===== src/common/glvs_pkg.sv =====
// Shared constants and types for the gray-shade pixel fetch and lookup block
`default_nettype none

package glvs_pkg;

	// -----------------------------------------------------------------
	// Register indices (byte address is four times the index)
	// -----------------------------------------------------------------
	localparam logic [5:0] IDX_CTRL     = 6'h01;  // Mode and start strobe
	localparam logic [5:0] IDX_STATUS   = 6'h02;  // Busy and current line
	localparam logic [5:0] IDX_START    = 6'h03;  // Frame start word offset
	localparam logic [5:0] IDX_HDISP    = 6'h04;  // Displayed words per line
	localparam logic [5:0] IDX_LINES    = 6'h05;  // Lines per frame
	localparam logic [5:0] IDX_VLINES   = 6'h06;  // Virtual lines available
	localparam logic [5:0] IDX_EXTRA    = 6'h11;  // line_extra_words
	localparam logic [5:0] IDX_PAL_BASE = 6'h20;  // First palette_table entry

	// -----------------------------------------------------------------
	// Field positions
	// -----------------------------------------------------------------
	localparam int CTRL_MODE4_BIT  = 0;   // 0: 2 bpp gray, 1: 4 bpp gray
	localparam int CTRL_GO_BIT     = 1;   // Write 1 starts a frame
	localparam int STAT_BUSY_BIT   = 0;   // Fetch engine running
	localparam int STAT_LINE_LSB   = 16;  // Current line number
	localparam int PAL_GREEN_LSB   = 4;   // Green intensity nibble position

	// -----------------------------------------------------------------
	// Sizes and reset values
	// -----------------------------------------------------------------
	localparam int          PAL_ENTRIES = 16;        // Entries reachable in gray modes
	localparam int          WORD_W      = 16;        // Display memory word width
	localparam int          FIFO_DEPTH  = 4;         // Fetched words in flight
	localparam logic [16:0] BUF_BYTES   = 17'h14000; // 81920-byte display buffer
	localparam logic [7:0]  EXTRA_RST   = 8'h00;     // No virtual width
	localparam logic [7:0]  HDISP_RST   = 8'h00;     // Words per line
	localparam logic [9:0]  LINES_RST   = 10'h000;   // Lines per frame
	localparam logic [16:0] START_RST   = 17'h00000; // Frame start
	localparam logic [1:0]  RESP_OKAY   = 2'h0;      // AXI okay answer
	localparam logic [1:0]  RESP_SLVERR = 2'h2;      // AXI unmapped answer

	// Fetch engine states
	typedef enum logic [1:0] {
		FS_IDLE = 2'b00,  // Waiting for start
		FS_REQ  = 2'b01,  // Offering a word address
		FS_WAIT = 2'b10,  // Waiting for read data
		FS_PUSH = 2'b11   // Handing word to the FIFO
	} glvs_fetch_type;

endpackage

`default_nettype wire


===== src/core/glvs_top.sv =====
// Gray-shade pixel fetch, unpack and palette lookup with AXI4-Lite registers
`timescale 1ns/1ps
`default_nettype none

// -------------------------------------------------------------------------
// Word FIFO
// -------------------------------------------------------------------------
module glvs_fifo #(
	parameter int WIDTH = 16,  // Word width
	parameter int DEPTH = 4    // Number of words
) (
	input  wire logic             aclk,       // Clock
	input  wire logic             aresetn,    // Synchronous reset, low
	input  wire logic             in_valid,   // Word offered
	output logic                  in_ready,   // Room for a word
	input  wire logic [WIDTH-1:0] in_data,    // Word in
	output logic                  out_valid,  // Word available
	input  wire logic             out_ready,  // Word taken
	output logic      [WIDTH-1:0] out_data    // Word out
);
	localparam int PW = (DEPTH > 1) ? $clog2(DEPTH) : 1;
	localparam int CW = $clog2(DEPTH + 1);

	logic [WIDTH-1:0] mem_q [DEPTH];  // Storage
	logic [PW-1:0]    wr_ptr_reg;     // Write slot
	logic [PW-1:0]    rd_ptr_reg;     // Read slot
	logic [CW-1:0]    count_reg;      // Words held
	logic             push, pop;      // Transfers this cycle

	assign in_ready  = (count_reg != CW'(DEPTH));
	assign out_valid = (count_reg != '0);
	assign out_data  = mem_q[rd_ptr_reg];
	assign push      = in_valid && in_ready;
	assign pop       = out_valid && out_ready;

	// Storage write
	always_ff @(posedge aclk) begin
		if (push) begin
			mem_q[wr_ptr_reg] <= in_data;
		end
	end

	// Pointers and fill count
	always_ff @(posedge aclk) begin
		if (!aresetn) begin
			wr_ptr_reg <= '0;
			rd_ptr_reg <= '0;
			count_reg  <= '0;
		end else begin
			if (push) begin
				wr_ptr_reg <= (wr_ptr_reg == PW'(DEPTH - 1)) ? '0 : PW'(wr_ptr_reg + 1'b1);
			end
			if (pop) begin
				rd_ptr_reg <= (rd_ptr_reg == PW'(DEPTH - 1)) ? '0 : PW'(rd_ptr_reg + 1'b1);
			end
			count_reg <= CW'(count_reg + CW'(push) - CW'(pop));
		end
	end
endmodule // glvs_fifo

// -------------------------------------------------------------------------
// Contract
// - 2 bpp codes 0..3 pick entries 0..3
// - 2 bpp: four pixels per byte
// - 2 bpp ignores entries beyond four
// - 4 bpp nibble indexes first sixteen entries
// - 4 bpp: two pixels per byte
// - Each entry holds one of sixteen levels
// - Hold 8-bit line extra word count
// - Extra count accepts 0 to 255
// - Zero extra means no virtual width
// - Displayed words come from display width
// - Buffer 81920 bytes; report virtual lines
// - Green only; no 8 bpp gray
// - Start setting is frame word offset
// -------------------------------------------------------------------------
module glvs_top
(
	input  wire logic        aclk,            // Clock, 40 MHz
	input  wire logic        aresetn,         // Synchronous reset, low
	input  wire logic        s_axi_awvalid,   // Write address valid
	output logic             s_axi_awready,   // Write address ready
	input  wire logic [7:0]  s_axi_awaddr,    // Write byte address
	input  wire logic [2:0]  s_axi_awprot,    // Unused protection
	input  wire logic        s_axi_wvalid,    // Write data valid
	output logic             s_axi_wready,    // Write data ready
	input  wire logic [31:0] s_axi_wdata,     // Write data
	input  wire logic [3:0]  s_axi_wstrb,     // Byte enables
	output logic             s_axi_bvalid,    // Write answer valid
	input  wire logic        s_axi_bready,    // Write answer taken
	output logic [1:0]       s_axi_bresp,     // Write answer code
	input  wire logic        s_axi_arvalid,   // Read address valid
	output logic             s_axi_arready,   // Read address ready
	input  wire logic [7:0]  s_axi_araddr,    // Read byte address
	input  wire logic [2:0]  s_axi_arprot,    // Unused protection
	output logic             s_axi_rvalid,    // Read answer valid
	input  wire logic        s_axi_rready,    // Read answer taken
	output logic [31:0]      s_axi_rdata,     // Read data
	output logic [1:0]       s_axi_rresp,     // Read answer code
	output logic             mem_rd_valid,    // Word address offered
	input  wire logic        mem_rd_ready,    // Word address taken
	output logic [16:0]      mem_rd_addr,     // Display buffer word address
	input  wire logic        mem_rdata_valid, // Read word returns
	input  wire logic [15:0] mem_rdata,       // Read word, low byte first
	output logic             pix_valid,       // Pixel available
	input  wire logic        pix_ready,       // Pixel taken
	output logic [3:0]       pix_gray         // Gray intensity
);
	import glvs_pkg::*;

	// ---------------------------------------------------------------------
	// Declarations
	// ---------------------------------------------------------------------
	logic                  aw_held_reg, w_held_reg;  // Write halves caught
	logic [5:0]            aw_idx_reg;               // Write index
	logic [31:0]           w_data_reg;               // Write data
	logic [3:0]            w_strb_reg;               // Write enables
	logic                  bvalid_reg, rvalid_reg;   // Answers pending
	logic [1:0]            bresp_reg, rresp_reg;     // Answer codes
	logic [31:0]           rdata_reg;                // Read data
	logic                  wr_fire;                  // Write performed
	logic                  wr_ok;                    // Write to a mapped register
	logic                  mode4_reg;                // 4 bpp selected
	logic [16:0]           start_reg;                // Frame start word
	logic [7:0]            hdisp_reg;                // Words shown per line
	logic [7:0]            extra_reg;                // line_extra_words
	logic [9:0]            lines_reg;                // Lines per frame
	logic [3:0]            pal_q [PAL_ENTRIES];      // palette_table green
	logic                  go;                       // Start strobe
	glvs_fetch_type        state_reg;                // Fetch state
	logic [16:0]           line_start_reg;           // Current line start
	logic [16:0]           addr_reg;                 // Word address out
	logic [7:0]            word_cnt_reg;             // Word within line
	logic [9:0]            line_cnt_reg;             // Line within frame
	logic [15:0]           fetched_reg;              // Word awaiting FIFO
	logic                  fifo_in_ready;            // FIFO has room
	logic                  fifo_out_valid;           // FIFO has word
	logic [15:0]           fifo_out_data;            // FIFO head
	logic                  word_valid_reg;           // Unpack word held
	logic [15:0]           word_reg;                 // Unpack word
	logic [2:0]            sub_reg;                  // Pixel within word
	logic                  pix_valid_reg;            // Output pixel valid
	logic [3:0]            pix_gray_reg;             // Output intensity
	logic                  pix_load;                 // New pixel loaded
	logic [16:0]           vlines;                   // Virtual lines

	// Decode: index of a mapped register, else not ok
	function automatic logic reg_ok(input logic [7:0] a);
		logic [5:0] i;
		i = a[7:2];
		return (a[1:0] == 2'b00) && (i == IDX_CTRL || i == IDX_STATUS || i == IDX_START ||
			i == IDX_HDISP || i == IDX_LINES || i == IDX_VLINES || i == IDX_EXTRA ||
			(i >= IDX_PAL_BASE && i < 6'(IDX_PAL_BASE + PAL_ENTRIES)));
	endfunction

	// Byte-lane merge of new data into old
	function automatic logic [31:0] merge(input logic [31:0] o, input logic [31:0] n,
		input logic [3:0] s);
		logic [31:0] r;
		r = o;
		for (int b = 0; b < 4; b++) begin
			if (s[b]) r[b*8 +: 8] = n[b*8 +: 8];
		end
		return r;
	endfunction

	// Palette index of one pixel: low byte first, leftmost pixel in high bits
	function automatic logic [3:0] pix_index(input logic [15:0] w, input logic [2:0] s,
		input logic m4);
		logic [7:0] b;
		b = (m4 ? s[1] : s[2]) ? w[15:8] : w[7:0];
		if (m4) return s[0] ? b[3:0] : b[7:4];
		return {2'b00, 2'(b >> (3'd6 - {s[1:0], 1'b0}))};
	endfunction

	// ---------------------------------------------------------------------
	// AXI4-Lite slave
	// ---------------------------------------------------------------------
	assign s_axi_awready = !aw_held_reg && !bvalid_reg;
	assign s_axi_wready  = !w_held_reg && !bvalid_reg;
	assign s_axi_bvalid  = bvalid_reg;
	assign s_axi_bresp   = bresp_reg;
	assign s_axi_arready = !rvalid_reg;
	assign s_axi_rvalid  = rvalid_reg;
	assign s_axi_rdata   = rdata_reg;
	assign s_axi_rresp   = rresp_reg;
	assign wr_fire       = aw_held_reg && w_held_reg;
	assign wr_ok         = wr_fire && (bresp_reg == RESP_OKAY);  // Unmapped writes change nothing

	// Write channel: catch address and data in either order, then answer
	always_ff @(posedge aclk) begin
		if (!aresetn) begin
			aw_held_reg <= 1'b0;
			w_held_reg  <= 1'b0;
			aw_idx_reg  <= '0;
			w_data_reg  <= '0;
			w_strb_reg  <= '0;
			bvalid_reg  <= 1'b0;
			bresp_reg   <= RESP_OKAY;
		end else begin
			if (s_axi_awvalid && s_axi_awready) begin
				aw_held_reg <= 1'b1;
				aw_idx_reg  <= s_axi_awaddr[7:2];
				bresp_reg   <= reg_ok(s_axi_awaddr) ? RESP_OKAY : RESP_SLVERR;
			end
			if (s_axi_wvalid && s_axi_wready) begin
				w_held_reg <= 1'b1;
				w_data_reg <= s_axi_wdata;
				w_strb_reg <= s_axi_wstrb;
			end
			if (wr_fire) begin
				aw_held_reg <= 1'b0;
				w_held_reg  <= 1'b0;
				bvalid_reg  <= 1'b1;
			end else if (s_axi_bready) begin
				bvalid_reg <= 1'b0;
			end
		end
	end

	// Virtual lines that fit the buffer at the present line pitch
	always_comb begin
		logic [9:0] pitch;
		pitch  = 10'(hdisp_reg) + 10'(extra_reg);
		vlines = (pitch == '0) ? '0 : 17'(BUF_BYTES / {pitch, 1'b0});
	end

	// Read channel: one registered answer per address
	always_ff @(posedge aclk) begin
		if (!aresetn) begin
			rvalid_reg <= 1'b0;
			rdata_reg  <= '0;
			rresp_reg  <= RESP_OKAY;
		end else if (s_axi_arvalid && s_axi_arready) begin
			rvalid_reg <= 1'b1;
			rresp_reg  <= reg_ok(s_axi_araddr) ? RESP_OKAY : RESP_SLVERR;
			rdata_reg  <= '0;
			unique case (reg_ok(s_axi_araddr) ? s_axi_araddr[7:2] : 6'h00)  // Unmapped reads return zero
				IDX_CTRL:   rdata_reg[CTRL_MODE4_BIT] <= mode4_reg;
				IDX_STATUS: begin
					rdata_reg[STAT_BUSY_BIT]               <= (state_reg != FS_IDLE);
					rdata_reg[STAT_LINE_LSB +: 10]         <= line_cnt_reg;
				end
				IDX_START:  rdata_reg[16:0] <= start_reg;
				IDX_HDISP:  rdata_reg[7:0]  <= hdisp_reg;
				IDX_LINES:  rdata_reg[9:0]  <= lines_reg;
				IDX_VLINES: rdata_reg[16:0] <= vlines;
				IDX_EXTRA:  rdata_reg[7:0]  <= extra_reg;
				default: begin
					if (reg_ok(s_axi_araddr)) begin
						rdata_reg[PAL_GREEN_LSB +: 4] <= pal_q[4'(s_axi_araddr[7:2] - IDX_PAL_BASE)];
					end
				end
			endcase
		end else if (s_axi_rready) begin
			rvalid_reg <= 1'b0;
		end
	end

	// ---------------------------------------------------------------------
	// Registers steering the block
	// ---------------------------------------------------------------------
	assign go = wr_ok && (aw_idx_reg == IDX_CTRL) && w_strb_reg[0] && w_data_reg[CTRL_GO_BIT];

	// Configuration registers
	always_ff @(posedge aclk) begin
		if (!aresetn) begin
			mode4_reg <= 1'b0;
			start_reg <= START_RST;
			hdisp_reg <= HDISP_RST;
			extra_reg <= EXTRA_RST;
			lines_reg <= LINES_RST;
		end else if (wr_ok) begin
			unique case (aw_idx_reg)
				IDX_CTRL:  if (w_strb_reg[0]) mode4_reg <= w_data_reg[CTRL_MODE4_BIT];
				IDX_START: start_reg <= 17'(merge({15'h0000, start_reg}, w_data_reg, w_strb_reg));
				IDX_HDISP: hdisp_reg <= 8'(merge({24'h000000, hdisp_reg}, w_data_reg, w_strb_reg));
				IDX_EXTRA: extra_reg <= 8'(merge({24'h000000, extra_reg}, w_data_reg, w_strb_reg));
				IDX_LINES: lines_reg <= 10'(merge({22'h000000, lines_reg}, w_data_reg, w_strb_reg));
				default: ;
			endcase
		end
	end

	// Palette: only the green nibble of the first sixteen entries is held
	always_ff @(posedge aclk) begin
		if (wr_ok && w_strb_reg[0] && aw_idx_reg >= IDX_PAL_BASE &&
			aw_idx_reg < 6'(IDX_PAL_BASE + PAL_ENTRIES)) begin
			pal_q[4'(aw_idx_reg - IDX_PAL_BASE)] <= w_data_reg[PAL_GREEN_LSB +: 4];
		end
	end

	// ---------------------------------------------------------------------
	// Fetch engine
	// ---------------------------------------------------------------------
	assign mem_rd_valid = (state_reg == FS_REQ);
	assign mem_rd_addr  = addr_reg;

	// Walk the lines of a frame one word at a time
	always_ff @(posedge aclk) begin
		if (!aresetn) begin
			state_reg      <= FS_IDLE;
			line_start_reg <= '0;
			addr_reg       <= '0;
			word_cnt_reg   <= '0;
			line_cnt_reg   <= '0;
			fetched_reg    <= '0;
		end else begin
			unique case (state_reg)
				FS_IDLE: begin
					if (go && hdisp_reg != '0 && lines_reg != '0) begin
						line_start_reg <= start_reg;
						addr_reg       <= start_reg;
						word_cnt_reg   <= '0;
						line_cnt_reg   <= '0;
						state_reg      <= FS_REQ;
					end
				end
				FS_REQ:  if (mem_rd_ready) state_reg <= FS_WAIT;
				FS_WAIT: begin
					if (mem_rdata_valid) begin
						fetched_reg <= mem_rdata;
						state_reg   <= FS_PUSH;
					end
				end
				FS_PUSH: begin
					if (fifo_in_ready) begin
						state_reg <= FS_REQ;
						if (word_cnt_reg == 8'(hdisp_reg - 1'b1)) begin
							word_cnt_reg   <= '0;
							line_start_reg <= 17'(line_start_reg + hdisp_reg + extra_reg);
							addr_reg       <= 17'(line_start_reg + hdisp_reg + extra_reg);
							line_cnt_reg   <= 10'(line_cnt_reg + 1'b1);
							if (line_cnt_reg == 10'(lines_reg - 1'b1)) state_reg <= FS_IDLE;
						end else begin
							word_cnt_reg <= 8'(word_cnt_reg + 1'b1);
							addr_reg     <= 17'(line_start_reg + word_cnt_reg + 1'b1);
						end
					end
				end
			endcase
		end
	end

	glvs_fifo #(.WIDTH(WORD_W), .DEPTH(FIFO_DEPTH)) u_fifo (
		.aclk      (aclk),
		.aresetn   (aresetn),
		.in_valid  (state_reg == FS_PUSH),
		.in_ready  (fifo_in_ready),
		.in_data   (fetched_reg),
		.out_valid (fifo_out_valid),
		.out_ready (!word_valid_reg),
		.out_data  (fifo_out_data)
	);

	// ---------------------------------------------------------------------
	// Unpack and lookup
	// ---------------------------------------------------------------------
	assign pix_load  = word_valid_reg && (!pix_valid_reg || pix_ready);
	assign pix_valid = pix_valid_reg;
	assign pix_gray  = pix_gray_reg;

	// Split each word into eight or four pixels and map through green
	always_ff @(posedge aclk) begin
		if (!aresetn) begin
			word_valid_reg <= 1'b0;
			word_reg       <= '0;
			sub_reg        <= '0;
			pix_valid_reg  <= 1'b0;
			pix_gray_reg   <= '0;
		end else begin
			if (!word_valid_reg && fifo_out_valid) begin
				word_valid_reg <= 1'b1;
				word_reg       <= fifo_out_data;
				sub_reg        <= '0;
			end
			if (pix_load) begin
				pix_valid_reg <= 1'b1;
				pix_gray_reg  <= pal_q[pix_index(word_reg, sub_reg, mode4_reg)];
				sub_reg       <= 3'(sub_reg + 1'b1);
				if (sub_reg == (mode4_reg ? 3'd3 : 3'd7)) word_valid_reg <= 1'b0;
			end else if (pix_ready) begin
				pix_valid_reg <= 1'b0;
			end
		end
	end
endmodule // glvs_top

`default_nettype wire


===== config.mk =====
export PLATFORM = sky130hd
export DESIGN_NAME = glvs_top
export DESIGN_NICKNAME = d
export VERILOG_FILES = /design/src/common/glvs_pkg.sv /design/src/core/glvs_top.sv
export SDC_FILE = /design/constraint.sdc
export NUM_CORES = 1
export LEC_CHECK = 0
export ABC_AREA = 1
export BUFFER_PORTS_ARGS = -buffer_cell sky130_fd_sc_hd__buf_2
export CAP_MARGIN = 10
export CORE_MARGIN = 5
export CORE_UTILIZATION = 40
export CTS_CLUSTER_DIAMETER = 40
export DETAILED_ROUTE_END_ITERATION = 10
export PLACE_DENSITY = 0.54
export SETUP_SLACK_MARGIN = 0.3
export SLEW_MARGIN = 20
export SYNTH_ARGS = -nofsm -noshare
export SYNTH_HDL_FRONTEND = slang
export SYNTH_HIERARCHICAL = 1
export SYNTH_SLANG_ARGS = --single-unit

===== constraint.sdc =====
create_clock -name aclk -period 29.3 [get_ports aclk]
set_input_delay 5.86 -clock aclk [delete_from_list [all_inputs] [get_ports aclk]]
set_output_delay 5.86 -clock aclk [all_outputs]
set_load 0.01 [all_outputs]

-- Word level (Yosys, flattened, before mapping)
Memory sizes are Yosys's and may differ from the RTL's. A register that Yosys moved wholly into a read port is not among the register bits.
Cells that the tools add are included.
- memories: 2
- bits in registers: 186
- RAM bits: 128
- output and inout bits: 64
- shift operators: 1
- eq/ne operators: 40
- divide/modulo/power cells: 1
- magnitude comparators: 6
- mux-type cells: 62
- $add $sub $neg: 17
- reduce and logical (&&, ||, !) cells: 73
- bitwise gates (word level): 1
- memory list (memory ; words ; width ; rd ports ; clocked after Yosys merged registers in ; write ports ; RTL line ; text):
    pal_q ; 16 ; 4 ; 2 ; 1 ; 1 ; glvs_top.sv:128 ; logic [3:0] pal_q [PAL_ENTRIES];
    u_fifo.mem_q ; 4 ; 16 ; 1 ; 1 ; 1 ; glvs_top.sv:24 ; logic [WIDTH-1:0] mem_q [DEPTH];
- operators by type and width (cell ; number):
    17-bit two-way mux ; 6
    17-bit one-hot mux with 2 select lines ; 2
    6-bit by 3-bit == test with 1-bit output, second input constant ; 11
    17-bit by 8-bit adder with 17-bit output ; 3
    6-bit by 2-bit == test with 1-bit output, second input constant ; 7
    8-bit two-way mux ; 4
    10-bit two-way mux ; 3
    3-bit AND reduction ; 9
    6-bit by 1-bit == test with 1-bit output, second input constant ; 4
    6-bit by 5-bit == test with 1-bit output, second input constant ; 4
    4-bit two-way mux ; 6
    4-bit one-hot mux with 6 select lines ; 1
    1-bit logical AND ; 22
    10-bit one-hot mux with 2 select lines ; 1
    1-bit two-way mux ; 19
    6-bit greater-or-equal comparator, second input constant ; 3
    6-bit < comparator, second input constant ; 3
    17-bit by 1-bit adder with 17-bit output, second input constant ; 1
    17-bit by 11-bit divider with 17-bit output, first input constant ; 1
    2-bit two-way mux ; 8
    8-bit one-hot mux with 2 select lines ; 1
    1-bit logical OR ; 15
    3-bit one-hot mux with 5 select lines ; 1
    6-bit one-hot mux with 2 select lines ; 1
    38 further kinds ; 65

-- Longest topological paths before layout
Gate-level depths: netlist of run 1.
- depth after elaboration: 13
- mapped depth: 217
- gate-level depth less buffers: 208

-- Hierarchy
Netlist of run 1, hierarchy kept.
- modules (own cells, without submodules) (module ; cells an instance ; instances ; area each (µm²)):
    glvs_top ; 2615 ; 1 ; 18675.4
    glvs_fifo ; 222 ; 1 ; 2857.7

-- Least setup slack after synthesis of run 1
OpenSTA, ideal clock, no wires.
- path type: reg2reg
- from: reg hdisp_reg[0]
- to: reg rdata_reg[0] (netlist: s_axi_rdata[0])
- data arrival time: 26.026 ns
- stages on the path, launching flop included: 207
- setup slack: 3.143 ns
- clock period less this slack: 26.157 ns
- library setup time: 0.131 ns
- cells stage by stage: dfxtp_1 ha_1 fa_1 nand2_1 nand2_1 nand3b_1 nand2_1 inv_1 nand2_1 nor2_2 nand2_1 inv_2 nand3_1 ha_1 a21oi_1 nor2_1 nand2_2 nor2_4 [171 not listed] a21oi_1 o21bai_1 a21oi_1 nor2_1 o21a_1 o21ai_0 inv_1 o21a_1 nor3_1 nand2_1 a21oi_1 nand3_1 nor2_1 nand2_1 nand2_1 nand2_1 nand2_1 a21oi_2
- word-level cells in the longest chain between the ends: 4
- RTL lines (what ; RTL line ; text):
    from (decl) ; glvs_top.sv:125 ; logic [7:0] hdisp_reg;
    from (signal assigned) ; glvs_top.sv:277 ; IDX_HDISP: hdisp_reg <= 8'(merge({24'h000000, hdisp_reg}, w_data_reg, w_strb_reg));
    8-bit by 8-bit adder with 9-bit output ; glvs_top.sv:224 ; pitch = 10'(hdisp_reg) + 10'(extra_reg);
    17-bit by 11-bit divider with 17-bit output or 10-bit logical NOT (tied branches) ; glvs_top.sv:225 ; vlines = (pitch == '0) ? '0 : 17'(BUF_BYTES / {pitch, 1'b0});
    17-bit two-way mux ; glvs_top.sv:225 ;
    1-bit one-hot mux with 7 select lines (*) ; glvs_top.sv:238 ; unique case (reg_ok(s_axi_araddr) ? s_axi_araddr[7:2] : 6'h00)
    to (signal, indexed assignment) ; glvs_top.sv:239 ; IDX_CTRL: rdata_reg[CTRL_MODE4_BIT] <= mode4_reg;
    to (signal, indexed assignment) ; glvs_top.sv:241 ; rdata_reg[STAT_BUSY_BIT] <= (state_reg != FS_IDLE);
    to (signal, indexed assignment) ; glvs_top.sv:242 ; rdata_reg[STAT_LINE_LSB +: 10] <= line_cnt_reg;
    to (decl) ; glvs_top.sv:120 ; logic [31:0] rdata_reg;
Mark *: on every way between the ends. The rest lies on a longest branch, timed or not.
A chain may end at the register's enable or synchronous reset.

-- Final worst setup path of run 1
Ends and elaborated chain as after synthesis.

==> flow_summary.ini, run 1 <==
[outcome]
status = finished clean

[flow_run]
cap_violations = 0

[timing]
slew_viol_final = 0
worstMarginPinSlew_ns = 1.03
fmaxAchievable_mhz = 38.1
rsz0062_at_grt = no
worst_slack_ns = 3.04
hold_viol = 0
hold_ws_ns = 0.458
post-route-period-util_pct = 89.6
setup-violations-final = 0
finalSetupTns_ns = 0
max_slew_margin_pct = 30.8
period_needed_ns = 26.26
fin_skew_ns = 0.0554

[synth]
synthCells = 2837
synthTopCellsByArea = dfxtp_1, edfxtp_1, nand2_1, ha_1, nor2_1
synth_edf_count = 128
yosysTopAreaCell = dfxtp_1
synth_cell_types = 66
ys_seq_elements = 334
yosys_warnings = 6
ys.flop_type = dfxtp_1
synthTopCellsByCount = nand2_1, nor2_1, inv_1
seq_area_frac_synth_pct = 37.0
synth_area_um2 = 21500
avgSynthCellArea_um2 = 7.59
yosysTopAreaCellShare_pct = 19.2
synth.most_common_cell = nand2_1
synthArstFlopShare_pct = 0

[floorplan]
fp.dieW_um = 242
fp.dieArea_um2 = 58600
design.core.area_um2 = 53600
num_io_pins = 148
core.rowCount = 85
die_y_um = 242
floorplan.initialDensity_pct = 40.2

[grt]
grt_pass1_wl_um = 105000
grt_max_degree = 79
grt.total_usage_pct = 21.7
antenna_found_initial = 0
grt_pass1_vias = 19200
grt_overflow_total = 0

[worst_setup_path]
arrival_ns = 26.71
cpMaxStageDelayCell = fa_1
path_max_fanout = 12
critPathBufInv = 23
start_kind = flop
path_common_cell = nand2_1
worstSetupPathType = flop to flop
end_kind = flop
path_delay_family = compound AO/OA/AOI/OAI gates
cpPeakStageDelay_ns = 0.41
worst_ep_required_time_ns = 29.74

[drt]
drtIter0Drc = 1483
ant_nets = 0
wirelength_met1_um = 31200
drc = 0
totalWireLength_um = 66100
topRoutingLayerUsed = met4
via_per_inst = 5.35
first_pass_iters = 5
wire_per_inst_um = 17.6
wl_met2_um = 29500
vias = 20100
met3WireLength_um = 3700

[place]
gp_congestion = 0.896
io_buffers = 117
dpl_worst_slack_ns = 1.22
hpwl_um = 48600

[clock_tree]
cts-root-buf = clkbuf_16
cts_buffer_depth = 3
cts_max_level = 2
cts_tree = built
clk_pin_slew_ns = 0.06
cts.sinks = 334
cts_made_buffers = 57
clk-insertion-delay-late_ns = 0.62
postCtsHoldBufs = 0

[finish]
drive_gt1_share_pct = 14.2
area_growth_pct = 18.2
nets = 3245
fill_cells = 5327

[worst_hold_path]
hold_class = flop to flop
stage by stage:
stage	std cells	util (%)	area, um^2
detailed placement	3629	43.2	23100
global route	3761	47.5	25400
CTS	3737	46.9	25100
finish	3763	47.5	25400
floorplan	2844	-	21600
global placement	3629	43.2	23100
layout make-up:
cell class / count / area, um^2 / area share (%)
Antenna cell: 2 / 5.00 / 0.0197
Clock inverter: 33 / 354 / 1.39
Clock buffer: 75 / 1640 / 6.44
Sequential cell: 334 / 7980 / 31.3
Multi-Input combinational cell: 2085 / 12100 / 47.4
Inverter: 325 / 1240 / 4.86
Timing Repair Buffer: 213 / 1310 / 5.14
Tap cell: 696 / 871 / 3.42
tightest hold or removal path: cells and delay by family (launching register included):
kind,cells,cell delay (ns)
buf+inv,1,0.06
flops,1,0.30
compound gates,1,0.05
path summary, 6_finish.rpt:
check	to	cells past startpoint	slack, ns	from
max	s_axi_rdata[0]	199	3.04	hdisp_reg[0]
min	word_reg[12]	2	0.46	word_reg[12]
max reg2reg	s_axi_rdata[0]	199	3.04	hdisp_reg[0]
min reg2reg	word_reg[12]	2	0.46	word_reg[12]
repair_timing:
| action | 4_1_cts | 5_1_grt |
|---|---|---|
| resized for setup | 0 | 51 |
| endpoints found under the setup margin | 0 | 2 |
| setup buffers | 0 | 23 |
placed cells by master (no fill, tap or decap), types with 17 or more instances in the layout:
cell type,Yosys,final
a21oi_1,227,217
dfxtp_1,206,200
nand2_2,19,19
inv_1,308,304
xnor2_1,41,41
buf_2,11,116
nand3_1,94,94
edfxtp_1,128,128
nand2_1,444,443
buf_4,10,97
o21ai_1,40,47
nor3_1,36,35
o22ai_1,42,42
ha_1,133,131
a31oi_1,17,17
xor2_1,77,77
a211oi_1,24,24
nor2_1,366,359
o211ai_1,38,38
o21ai_0,264,254
clkbuf_16,0,61
nand4_1,27,27
metal layers:
metal / vias to the layer above / track usage, %
li1: 10100 / -
met1: 9421 / 30.5
met3: 114 / 3.24
met4: 0 / 6.55
met2: 520 / 34.7
met5: - / 0
cell families after synthesis:
logic type               share of synthesized area [%]
AO/OA/AOI/OAI                                     20.2
other                                           0.0174
adder cells (fa/ha/maj)                           8.84
buffers and inverters                             7.77
AND/OR/NAND/NOR                                   21.4
flip-flops                                        37.0
XOR/XNOR                                          4.80
Power of run 1 is left out: the tool's default activity adds up to more than one toggle a clock period on the data nets, which glitch-free logic cannot reach.
==> inputs of run 2 (changes only) <==
Settings changed: SYNTH_HIERARCHICAL 1 to not set.
==> run 2 against run 1 <==
  * Via count fell by 0.34%
  * Final cell count down 0.32%
  * Critical path depth is 5 lower
  * Critical path type unchanged
==> flow_summary.ini, run 2 <==
[finish]
mostFrequentLayoutCells = nand2_1, nor2_1, inv_1, o21ai_0, a21oi_1
diodes = 0
drive_gt1_share_pct = 14.2
area_growth_pct = 17.4
nets = 3237
layout_commonest_cell = nand2_1
post_layout_nonfiller_instances = 3751
fill_cells = 5340

[floorplan]
die_y_um = 243
floorplan.initialDensity_pct = 40.3
core.rowCount = 85
design.core.area_um2 = 53800
num_io_pins = 148
fp.dieArea_um2 = 59000
fp.dieW_um = 243

[synth]
synthArstFlopShare_pct = 0
ys_seq_elements = 332
avgSynthCellArea_um2 = 7.61
synth_top_family_by_area = simple AND/OR/NAND/NOR gates
yosys_warnings = 0
synthCells = 2851
synth_cell_types = 71
ys.flop_type = dfxtp_1
synth_compound_area_share_pct = 19.9
synth.most_common_cell = nand2_1
synthMuxAreaShare_pct = 0.0519
synth-xor-area-share_pct = 4.97
synth-adder-area-share_pct = 8.78
yosysTopAreaCell = dfxtp_1
yosysTopAreaCellShare_pct = 18.8
synth-simple-area-share_pct = 22.0
synth_area_um2 = 21700
synth_edf_count = 128
seq_area_frac_synth_pct = 36.6
synthTopCellsByArea = dfxtp_1, edfxtp_1, ha_1, nand2_1, o21ai_0
synthTopCellsByCount = nand2_1, nor2_1, inv_1, o21ai_0, a21oi_1

[clock_tree]
cts-root-buf = clkbuf_16
cts_tree = built
cts_buffer_depth = 3
cts_max_level = 2
cts_made_buffers = 58
clk_pin_slew_ns = 0.05
postCtsHoldBufs = 0
cts.sinks = 332
clk-insertion-delay-late_ns = 0.61

[drt]
first_pass_iters = 6
totalWireLength_um = 66500
wire_per_inst_um = 17.7
drtIter0Drc = 1386
ant_nets = 0
via_per_inst = 5.34
vias = 20000
drc = 0

[timing]
rsz0062_at_grt = no
slew_viol_final = 0
fmaxAchievable_mhz = 37.7
post-route-period-util_pct = 90.6
hold_ws_ns = 0.459
setup-violations-final = 0
max_slew_margin_pct = 28.7
period_needed_ns = 26.54
hold_viol = 0
fin_skew_ns = 0.0175
worstMarginPinSlew_ns = 1.07
finalSetupTns_ns = 0

[place]
io_buffers = 117
gp_congestion = 0.880
hpwl_um = 49100
dp.cells = 3609

[grt]
grt_pass1_wl_um = 104000
met3_usage_pct = 2.71
grt_overflow_total = 0
grt-busiest-layer = met2
grtUsageMet1_pct = 29.2
grt_max_degree = 85
use_met2_pct = 36.5
grt_pass1_vias = 19200
grt.total_usage_pct = 21.5
antenna_found_initial = 0

[worst_setup_path]
path_delay_family = compound AO/OA/AOI/OAI gates
cpPeakStageDelay_ns = 0.51
rrSetupSlack_ns = 2.76
arrival_ns = 27.03
cp_num_cells = 194
path_common_cell = nand2_1
worstSetupPathType = flop to flop
end_kind = flop
worst_ep_required_time_ns = 29.78
critPathBufInv = 22
start_kind = flop
path_max_fanout = 11
cpMaxStageDelayCell = dfxtp_1
reg2reg_depth = 194

[worst_hold_path]
whs_path_depth = 2
hold_class = flop to flop

[outcome]
status = finished clean

[flow_run]
cap_violations = 0
==> run 2: changes by cell type after synthesis, sizes merged, moves of 5 or more <==
cell | before | now
nand3 | 115 | 131
nor3 | 36 | 27
buf | 30 | 25
clkbuf | 71 | 78
nand2 | 465 | 471
o22ai | 42 | 26
a21oi | 228 | 215
nand4 | 27 | 22
or2 | 11 | 20
xnor2 | 41 | 46
nor2 | 378 | 371
a31oi | 18 | 40
o21ai | 309 | 328
==> run 2: cell families after synthesis <==
logic type | after synthesis
other | 1
buffers and inverters | 429
xor gates and xnor gates | 123
and+or+nand+nor | 1070
muxes | 1
DFF | 332
AOI/OAI and AO/OA | 750
adders and majority gates | 145
==> run 2: tightest hold or removal path: stages, from the launching register on <==
cell     delay (ns)
dfxtp_1        0.30
nand2_1        0.06
a21oi_1        0.05
==> run 2: final timing paths <==
path / from / to
hold / removal: s_axi_rdata[1] / s_axi_rdata[1]
setup / recovery: extra_reg[6] / s_axi_rdata[0]
hold reg to reg: s_axi_rdata[1] / s_axi_rdata[1]
setup reg to reg: extra_reg[6] / s_axi_rdata[0]
==> run 2: area by class of cell <==
type	count	area, um^2	area share [%]
clock buffers	69	1570	6.15
clock inverters	38	453	1.78
inverters	326	1250	4.91
multi-input cells	2097	12200	48.0
flip-flops and latches	332	7930	31.1
well taps	696	871	3.42
repair buffers	193	1160	4.55
==> run 2: layer usage <==
metal | up-vias | wire length, um
met3 | 101 | 3540
met5 | - | 0
met1 | 9340 | 30200
met2 | 556 | 31100
met4 | 0 | 1640
li1 | 10000 | -
==> run 2: metrics by stage <==
stage / instance area [um^2] / setup WS (ns) / util [%]
after floorplan: 21700 / 3.05 / -
after global placement: 23000 / 1.39 / 42.8
after detailed placement: 23000 / 0.959 / 42.8
after CTS: 25100 / 0.867 / 46.6
after global routing: 25500 / 0.174 / 47.3
final: 25500 / 2.76 / 47.3
==> run 2: timing repair <==
| action | CTS | global route |
|---|---|---|
| gates resized for setup | 0 | 50 |
| setup endpoints to repair | 0 | 2 |
| buffers inserted | 0 | 35 |
Power of run 2 is left out for the same reason.
